File: src/eprom_prog_pkg.sv
package eprom_prog_pkg;

  // clock and programming times, each in ns
  localparam int CLK_PERIOD_NS   = 5;
  localparam int FAST_PULSE_NS   = 1000000;
  localparam int SHORT_PULSE_NS  = 100000;
  localparam int SETUP_NS        = 2000;
  localparam int HOLD_NS         = 2000;
  // output enable turn-on and turn-off allowance, plain defaults
  localparam int OE_EN_NS        = 150;
  localparam int OE_DIS_NS       = 150;

  localparam int FAST_PULSE_CYCLES  = FAST_PULSE_NS / CLK_PERIOD_NS;
  localparam int SHORT_PULSE_CYCLES = SHORT_PULSE_NS / CLK_PERIOD_NS;
  localparam int SETUP_CYCLES       = (SETUP_NS + CLK_PERIOD_NS - 1) / CLK_PERIOD_NS;
  localparam int HOLD_CYCLES        = (HOLD_NS + CLK_PERIOD_NS - 1) / CLK_PERIOD_NS;
  localparam int OE_EN_CYCLES       = (OE_EN_NS + CLK_PERIOD_NS - 1) / CLK_PERIOD_NS;
  localparam int OE_DIS_CYCLES      = (OE_DIS_NS + CLK_PERIOD_NS - 1) / CLK_PERIOD_NS;

  // widths and field positions
  localparam int CNT_W       = 20;
  localparam int ADDR_W      = 13;
  localparam int WORD_ADDR_W = 12;
  localparam int BYTE_W      = 8;
  localparam int WORD_W      = 16;
  localparam int LOCK_POS    = 7;
  localparam int PROT_A_POS  = 4;

  localparam logic [BYTE_W-1:0]  ERASED_BYTE  = 8'hff;
  localparam logic [BYTE_W-1:0]  LOCK_PULSE   = 8'h7f;
  localparam logic [ADDR_W-1:0]  PROT_ADDR    = 13'h0010;
  localparam logic [ADDR_W-1:0]  PVERIFY_ADDR = 13'h0000;
  localparam logic [WORD_W-1:0]  ZERO_WORD    = 16'h0000;

  typedef enum logic [2:0] {
    OP_READ,
    OP_WRITE,
    OP_FILL,
    OP_PROTECT,
    OP_PROTECT_VERIFY
  } op_type;

  typedef enum logic [3:0] {
    S_IDLE,
    S_RD_SETUP,
    S_RD_EN,
    S_RD_REL,
    S_PG_SETUP,
    S_PG_PULSE,
    S_PG_HOLD,
    S_PT_SETUP,
    S_PT_PULSE,
    S_PT_HOLD,
    S_DONE
  } state_type;

endpackage

File: src/timer_if.sv
`timescale 1ns/1ps
interface timer_if;
  import eprom_prog_pkg::*;
  logic             start;
  logic [CNT_W-1:0] load;
  logic             done;
  modport ctrl (output start, output load, input done);
  modport tmr  (input start, input load, output done);
endinterface

File: src/pulse_timer.sv
`timescale 1ns/1ps
module pulse_timer
  import eprom_prog_pkg::*;
(
  input wire logic ref_clk,
  input wire logic rst_n,
  timer_if.tmr     tif
);

  typedef struct packed {
    logic [CNT_W-1:0] cnt;
  } timer_state_type;

  timer_state_type st;
  timer_state_type next_st;

  // load on start, then count down to zero
  always_comb
  begin
    next_st = st;
    if (tif.start)
      next_st.cnt = tif.load;
    else if (st.cnt != '0)
      next_st.cnt = st.cnt - 1'b1;
  end

  always_ff @(posedge ref_clk)
  begin
    if (!rst_n)
      st <= '0;
    else
      st <= next_st;
  end

  assign tif.done = (st.cnt == '0);

endmodule

File: src/eprom_programmer.sv
`timescale 1ns/1ps
module eprom_programmer
  import eprom_prog_pkg::*;
#(
  parameter int FAST_PULSE_CYC  = FAST_PULSE_CYCLES,
  parameter int SHORT_PULSE_CYC = SHORT_PULSE_CYCLES
)
(
  input  wire logic                   ref_clk,
  input  wire logic                   rst_n,
  input  wire logic                   cmdValid,
  output logic                        cmdReady,
  input  wire op_type                 cmdOp,
  input  wire logic [WORD_ADDR_W-1:0] cmdWordAddr,
  input  wire logic [WORD_W-1:0]      cmdWord,
  input  wire logic                   cmdShortPulse,
  output logic                        rspValid,
  output logic [WORD_W-1:0]           rspWord,
  output logic                        rspFail,
  output logic                        rspBlocked,
  output logic                        protectDone,
  output logic [ADDR_W-1:0]           byteAddressLines,
  output logic                        chipEnableN,
  output logic                        outputEnableN,
  output logic                        programStrobeN,
  output logic                        protectModeSelect,
  output logic                        highSupplyOn,
  output logic [BYTE_W-1:0]           byteLines,
  input  wire logic [BYTE_W-1:0]      byteLinesIn,
  output logic                        byteLinesOeN
);

  typedef struct packed {
    state_type              state;
    op_type                 op;
    logic [WORD_ADDR_W-1:0] word;
    logic [WORD_W-1:0]      data;
    logic [WORD_W-1:0]      rdData;
    logic [BYTE_W-1:0]      cur;
    logic [BYTE_W-1:0]      byteOut;
    logic [ADDR_W-1:0]      addr;
    logic                   lowByte;
    logic                   verifyPhase;
    logic                   algoShort;
    logic                   allVerified;
    logic                   failed;
    logic                   protDone;
    logic                   rspValid;
    logic                   rspFail;
    logic                   rspBlocked;
    logic                   ceOn;
    logic                   oeOn;
    logic                   progOn;
    logic                   protectOn;
    logic                   vppOn;
    logic                   driveOn;
  } ctrl_state_type;

  ctrl_state_type    st;
  ctrl_state_type    next_st;
  logic [BYTE_W-1:0] want;
  logic [BYTE_W-1:0] nextWant;
  logic              advance;

  timer_if tif ();

  pulse_timer u_timer (
    .ref_clk (ref_clk),
    .rst_n   (rst_n),
    .tif     (tif)
  );

  function automatic logic [CNT_W-1:0] waitFor(input state_type s, input logic shortP);
    int c;
    c = 1;
    case (s)
      S_RD_SETUP, S_PG_SETUP, S_PT_SETUP: c = SETUP_CYCLES;
      S_RD_EN:                            c = OE_EN_CYCLES;
      S_RD_REL:                           c = OE_DIS_CYCLES;
      S_PG_PULSE, S_PT_PULSE:             c = shortP ? SHORT_PULSE_CYC : FAST_PULSE_CYC;
      S_PG_HOLD, S_PT_HOLD:               c = HOLD_CYCLES;
      default:                            c = 1;
    endcase
    return CNT_W'(c - 1);
  endfunction

  always_comb
  begin
    next_st          = st;
    advance          = 1'b0;
    tif.start        = 1'b0;
    tif.load         = '0;
    next_st.rspValid = 1'b0;
    want             = st.lowByte ? st.data[BYTE_W-1:0] : st.data[WORD_W-1:BYTE_W];
    unique case (st.state)
      S_IDLE:
        if (cmdValid)
        begin
          next_st.op          = cmdOp;
          next_st.word        = cmdWordAddr;
          next_st.data        = (cmdOp == OP_FILL) ? ZERO_WORD : cmdWord;
          next_st.algoShort   = cmdShortPulse;
          next_st.lowByte     = 1'b0;
          next_st.verifyPhase = 1'b0;
          next_st.rspFail     = 1'b0;
          next_st.rspBlocked  = 1'b0;
          if (cmdOp == OP_PROTECT && (!st.allVerified || st.failed))
          begin
            next_st.rspFail = 1'b1;
            next_st.state   = S_DONE;
          end
          else if (cmdOp == OP_PROTECT)
            next_st.state = S_PT_SETUP;
          else
            next_st.state = S_RD_SETUP;
        end
      S_RD_SETUP:
        if (tif.done)
          next_st.state = S_RD_EN;
      S_RD_EN:
        if (tif.done)
        begin
          next_st.cur   = byteLinesIn;
          next_st.state = S_RD_REL;
        end
      S_RD_REL:
        if (tif.done)
        begin
          unique case (st.op)
            OP_READ:
            begin
              if (st.lowByte)
                next_st.rdData[BYTE_W-1:0] = st.cur;
              else
                next_st.rdData[WORD_W-1:BYTE_W] = st.cur;
              next_st.rspBlocked = st.protDone;
              advance            = 1'b1;
            end
            OP_PROTECT_VERIFY:
            begin
              next_st.protDone = !st.cur[LOCK_POS];
              next_st.rspFail  = st.cur[LOCK_POS];
              next_st.state    = S_DONE;
            end
            OP_WRITE, OP_FILL, OP_PROTECT:
              if (st.verifyPhase ? (st.cur != want) : ((st.cur & want) != want))
              begin
                next_st.failed  = 1'b1;
                next_st.rspFail = 1'b1;
                next_st.state   = S_DONE;
              end
              else if (!st.verifyPhase && st.cur != want)
                next_st.state = S_PG_SETUP;
              else
                advance = 1'b1;
          endcase
        end
      S_PG_SETUP:
        if (tif.done)
          next_st.state = S_PG_PULSE;
      S_PG_PULSE:
        if (tif.done)
          next_st.state = S_PG_HOLD;
      S_PG_HOLD:
        if (tif.done)
        begin
          next_st.verifyPhase = 1'b1;
          next_st.state       = S_RD_SETUP;
        end
      S_PT_SETUP:
        if (tif.done)
          next_st.state = S_PT_PULSE;
      S_PT_PULSE:
        if (tif.done)
          next_st.state = S_PT_HOLD;
      S_PT_HOLD:
        if (tif.done)
          next_st.state = S_DONE;
      S_DONE:
      begin
        next_st.rspValid = 1'b1;
        next_st.state    = S_IDLE;
      end
    endcase
    if (advance)
    begin
      next_st.verifyPhase = 1'b0;
      if (!st.lowByte)
      begin
        next_st.lowByte = 1'b1;
        next_st.state   = S_RD_SETUP;
      end
      else if (st.op == OP_FILL && st.word != '1)
      begin
        next_st.word    = st.word + 1'b1;
        next_st.lowByte = 1'b0;
        next_st.state   = S_RD_SETUP;
      end
      else
      begin
        next_st.allVerified = st.allVerified || (st.op != OP_READ);
        next_st.state       = S_DONE;
      end
    end
    // pin levels follow the next state
    nextWant        = next_st.lowByte ? next_st.data[BYTE_W-1:0] : next_st.data[WORD_W-1:BYTE_W];
    next_st.addr    = {next_st.word, next_st.lowByte};
    next_st.ceOn    = 1'b0;
    next_st.oeOn    = 1'b0;
    next_st.progOn  = 1'b0;
    next_st.protectOn = 1'b0;
    next_st.vppOn   = 1'b0;
    next_st.driveOn = 1'b0;
    next_st.byteOut = ERASED_BYTE;
    unique case (next_st.state)
      S_RD_SETUP, S_RD_EN, S_RD_REL:
      begin
        next_st.ceOn = 1'b1;
        next_st.oeOn = (next_st.state == S_RD_EN);
        if (next_st.op == OP_PROTECT_VERIFY)
        begin
          next_st.protectOn = 1'b1;
          next_st.addr  = PVERIFY_ADDR;
        end
      end
      // data, supply and enables set before the strobe
      // strobe low only within a write
      S_PG_SETUP, S_PG_PULSE, S_PG_HOLD:
      begin
        next_st.ceOn    = 1'b1;
        next_st.vppOn   = 1'b1;
        next_st.driveOn = 1'b1;
        next_st.byteOut = nextWant;
        next_st.progOn  = (next_st.state == S_PG_PULSE);
      end
      // protect bit pulse with chip enable high
      S_PT_SETUP, S_PT_PULSE, S_PT_HOLD:
      begin
        next_st.protectOn = 1'b1;
        next_st.vppOn     = 1'b1;
        next_st.driveOn   = 1'b1;
        next_st.addr      = PROT_ADDR;
        next_st.byteOut   = (next_st.state == S_PT_PULSE) ? LOCK_PULSE : ERASED_BYTE;
      end
      S_IDLE, S_DONE:
        next_st.ceOn = 1'b0;
    endcase
    if (next_st.state != st.state)
    begin
      tif.start = 1'b1;
      tif.load  = waitFor(next_st.state, next_st.algoShort);
    end
  end

  always_ff @(posedge ref_clk)
  begin
    if (!rst_n)
      st <= '0;
    else
      st <= next_st;
  end

  assign cmdReady          = (st.state == S_IDLE);
  assign rspValid          = st.rspValid;
  assign rspWord           = st.rdData;
  assign rspFail           = st.rspFail;
  assign rspBlocked        = st.rspBlocked;
  assign protectDone       = st.protDone;
  assign byteAddressLines  = st.addr;
  assign chipEnableN       = !st.ceOn;
  assign outputEnableN     = !st.oeOn;
  assign programStrobeN    = !st.progOn;
  assign protectModeSelect = st.protectOn;
  assign highSupplyOn      = st.vppOn;
  assign byteLines         = st.byteOut;
  assign byteLinesOeN      = !st.driveOn;

  // helper counters for the checks below
  logic [CNT_W-1:0] lowCount;
  logic [CNT_W-1:0] oeLowCount;
  logic [CNT_W-1:0] driveCount;

  always_ff @(posedge ref_clk)
  begin
    if (!rst_n)
    begin
      lowCount   <= '0;
      oeLowCount <= '0;
      driveCount <= '0;
    end
    else
    begin
      lowCount   <= programStrobeN ? '0 : lowCount + 1'b1;
      oeLowCount <= outputEnableN ? '0 : oeLowCount + 1'b1;
      driveCount <= byteLinesOeN ? '0 : driveCount + 1'b1;
    end
  end
endmodule

File: config.mk
export PLATFORM = sky130hd
export DESIGN_NAME = eprom_programmer
export DESIGN_NICKNAME = d
export VERILOG_FILES = /design/src/eprom_prog_pkg.sv /design/src/timer_if.sv /design/src/pulse_timer.sv /design/src/eprom_programmer.sv
export SDC_FILE = /design/constraint.sdc
export NUM_CORES = 1
export LEC_CHECK = 0
export CAP_MARGIN = 20
export CELL_PAD_IN_SITES_DETAIL_PLACEMENT = 1
export CELL_PAD_IN_SITES_GLOBAL_PLACEMENT = 1
export CORE_MARGIN = 2
export CORE_UTILIZATION = 45
export CTS_BUF_LIST = sky130_fd_sc_hd__clkbuf_8
export CTS_CLUSTER_SIZE = 20
export DETAILED_ROUTE_END_ITERATION = 6
export DONT_BUFFER_PORTS = 1
export GPL_ROUTABILITY_DRIVEN = 0
export PLACE_DENSITY_LB_ADDON = 0.1
export SETUP_SLACK_MARGIN = 0.1
export SYNTH_ARGS = -nofsm -noshare
export SYNTH_HDL_FRONTEND = slang
export SYNTH_HIERARCHICAL = 1
export SYNTH_SLANG_ARGS = --single-unit
File: constraint.sdc
create_clock -name ref_clk -period 4.3 [get_ports ref_clk]
set_input_delay 0.215 -clock ref_clk [delete_from_list [all_inputs] [get_ports ref_clk]]
set_output_delay 0.215 -clock ref_clk [all_outputs]
set_load 0.02 [all_outputs]
==> flow_metrics.py <==
metrics = {
    "route": {
        "wl_per_cell_um": 18.0,
        "ant_nets": 0,
        "vias": 5266,
        "wirelength_mm": 16.9,
        "first_iter_violations": 254,
        "drc": 0,
        "dr.pass1.iters": 4,
        "viasPerCell": 5.60,
    },
    "worst_setup_path": {
        "reg2reg_depth": 18,
        "path_class": "reg -> reg",
        "worstPathRequired_ns": 4.69,
        "worstPathArrival_ns": 4.39,
        "crit_path_end_kind": "flop",
        "cp_max_fo": 6,
        "worst_setup_path_start_kind": "flop",
    },
    "logic_synthesis": {
        "synth_xor_area_share_pct": 3.00,
        "async_flop_share_pct": 0,
        "synth.distinct_cells": 84,
        "synth-edff-count": 0,
        "synth_top_family_by_area": "simple AND/OR/NAND/NOR gates",
        "syn_avg_cell_area_um2": 8.32,
        "ys_ff_latch": 114,
        "seq_area_frac_synth_pct": 37.2,
        "synth_top_cell_area_share_pct": 37.2,
        "synth_compound_area_share_pct": 17.4,
        "synthMuxAreaShare_pct": 4.92,
        "synthCells": 737,
        "synth-simple-area-share_pct": 25.7,
        "yosysWarningCount": 6,
        "yosysTopAreaCell": "dfxtp_1",
        "synth-main-ff-cell": "dfxtp_1",
        "synth_area_leaders": "dfxtp_1, nor2_1, nand2_1, buf_4, a21oi_1",
        "syn-cell-area_um2": 6130,
        "synthAdderAreaFrac_pct": 2.25,
    },
    "global_routing": {
        "antenna_found_initial": 0,
        "grt_pass1_wl_mm": 27.4,
        "track_usage_pct": 23.9,
        "grt.overflow.total": 0,
        "grt_max_degree": 52,
        "grt_pass1_vias": 5386,
    },
    "power_and_ir_drop": {
        "p_sw_mw": 2.27,
        "finalPower_mw": 5.13,
        "ir_worst_vdd_uv": 296,
        "power_frac_clock_pct": 18.3,
        "p_int_mw": 2.87,
        "p_leak_nw": 2.72,
        "switching_share_pct": 44.1,
        "combPwrFrac_pct": 50.6,
        "cellPowerDensity_nw_per_um2": 743,
        "seqPwrFrac_pct": 31.1,
    },
    "cts": {
        "insertion_delay_ns": 0.45,
        "htreeDepth": 4,
        "cts-root-buf": "clkbuf_8",
        "cts.sinks": 114,
        "cts_tree": "built",
        "clk_pin_slew_ns": 0.07,
        "cts_buffer_depth": 2,
        "numCtsBuffers": 17,
    },
    "die": {
        "io_pins": 91,
        "start_util_pct": 46.1,
        "core_um2": 13300,
        "die_w_um": 121,
        "rows": 42,
        "die_h_um": 121,
        "die_area_um2": 14600,
    },
    "worst_hold_path": {
        "hold_depth": 2,
        "hold_path.class": "in -> reg",
    },
    "outcome": {
        "status": "finished, final reports clean",
    },
    "sta": {
        "skew_ns": 0.00927,
        "finalCriticalPeriod_ns": 4.00,
        "worst_pin_slew_ns": 0.852,
        "rsz0062_at_grt": "false",
        "max_freq_ghz": 0.250,
        "slew_violations": 0,
        "max-slew-margin-rel_pct": 43.1,
        "final-setup-viol-count": 0,
        "final_hold_viol_count": 0,
        "finalCritPeriodShare_pct": 93.1,
        "setup_tns_ns": 0,
    },
    "place": {
        "place_inst": 866,
        "dpl.hpwl_mm": 11.6,
        "numPortBuffers": 0,
    },
    "layout": {
        "fin_util_pct": 52.0,
        "nets": 806,
        "stdcell_count": 941,
        "antenna_cells": 0,
        "multi_input_area_um2": 3350,
        "drive_gt1_share_pct": 18.8,
        "fillCellCount": 1594,
        "area_growth_pct": 12.8,
        "seq_area_um2": 2290,
    },
    "run": {
        "drv_cap": 0,
    },
}
-- layout by cell type (no fill, tap or decap), drive strengths merged, types with 18 or more instances in the layout --
cell type	Yosys	routed
buf	54	32
xnor2	18	18
inv	23	26
nor3	22	22
a21oi	55	55
dfxtp	114	114
nand3	32	32
nor2	88	88
dlygate4sd3	0	35
mux2i	20	20
o21ai	33	33
nand2	84	84
clkbuf	23	20
-- Yosys cell counts, drive strengths merged (3+ instances only) --
master and n:
a211oi 4, a21boi 3, a21oi 55, a221oi 5, a22o 5, a31o 10
a31oi 7, and2 9, and3 7, buf 54, clkbuf 23, dfxtp 114
ha 11, inv 23, mux2 9, mux2i 20, nand2 84, nand2b 6
nand3 32, nand3b 3, nand4 6, nor2 88, nor2b 11, nor3 22
nor3b 3, nor4 11, o21ai 33, o21bai 3, o31ai 6, or2 7
or3 6, or4 5, xnor2 18, xor2 3
-- power groups by stage --
| stage | Combinational (mW) | Sequential, mW | Clock (mW) |
|---|---|---|---|
| final | 2.60 | 1.60 | 0.939 |
| after global routing | 2.85 | 1.63 | 1.02 |
| after CTS | 2.48 | 1.59 | 0.971 |
| after detailed placement | 2.40 | 1.61 | 0 |
| after global placement | 2.33 | 1.59 | 0 |
| after floorplan | 2.05 | 1.40 | 0 |
-- stage by stage --
stage                     instance area [um^2]  setup slack [ns]  hold slack (ns)
final                                     6910             0.298           0.0330
after global routing                      6910            0.0797           0.0371
after CTS                                 6830             0.121          0.00433
after detailed placement                  6080            0.0414            0.344
after global placement                    6080             0.282            0.341
after floorplan                           6150             0.183            0.323
-- cell families (layout without fill, tap and decap cells) --
logic type / after synthesis / count (layout)
AOI/OAI and AO/OA: 153 / 153
other: 1 / 6
xor gates and xnor gates: 21 / 21
DFF: 114 / 114
and+or+nand+nor: 307 / 308
adders and majority gates: 11 / 11
muxes: 29 / 29
buffers and inverters: 101 / 123
-- layer usage --
| layer | vias up | wire length (um) | track usage, % |
|---|---|---|---|
| met5 | - | 0 | 0 |
| met4 | 0 | 390 | 9.16 |
| met3 | 34 | 598 | 5.47 |
| met2 | 117 | 8130 | 39.4 |
| met1 | 2559 | 7800 | 30.4 |
| li1 | 2556 | - | - |
-- worst paths after layout --
check / slack (ns) / to / from
worst min register to register: 0.48 / st[10] / st[10]
worst max-delay path: 0.30 / u_timer/st[2] / u_timer/st[0]
worst min-delay path: 0.03 / byteAddressLines[5] / cmdWordAddr[4]
worst max register to register: 0.30 / u_timer/st[2] / u_timer/st[0]
-- critical path, stage by stage, from the launching register on --
cell      delay (ns)
dfxtp_4         0.36
inv_4           0.06
ha_4            0.11
or4b_4          0.47
nor4_4          0.29
and2b_2         0.22
nand3_2         0.07
or4_4           0.46
o31ai_4         0.29
buf_6           0.17
a211oi_4        0.04
buf_4           0.18
or3_1           0.34
a21oi_1         0.23
a31oi_1         0.12
o21ai_2         0.22
nand2_1         0.09
o31ai_1         0.07
and2_1          0.16
-- registers in the layout (all words and copies together), names as in the netlist --
register and flops:
st 51, u_timer/st 20, rspWord 16, byteAddressLines 13, byteLines 8, highSupplyOn 1
protectDone 1, protectModeSelect 1, rspBlocked 1, rspFail 1, rspValid 1
-- layout make-up --
cell class	count	share of cell area [%]
clock buffers	20	3.98
flip-flops and latches	114	33.1
repair buffers	67	8.60
multi-input cells	528	48.5
inverters	24	1.38
well taps	176	3.18
clock inverters	12	1.32
-- what timing repair did --
item | CTS | global route
hold buffers | 35 | 0
hold endpoints to repair | 45 | 0
setup buffers | 1 | 6
gates cloned | 1 | 0
endpoints found under the setup margin | 14 | 19
gates resized for setup | 5 | 17
pin swaps | 1 | 5
No activity file was read; power rests on OpenSTA's default activity.
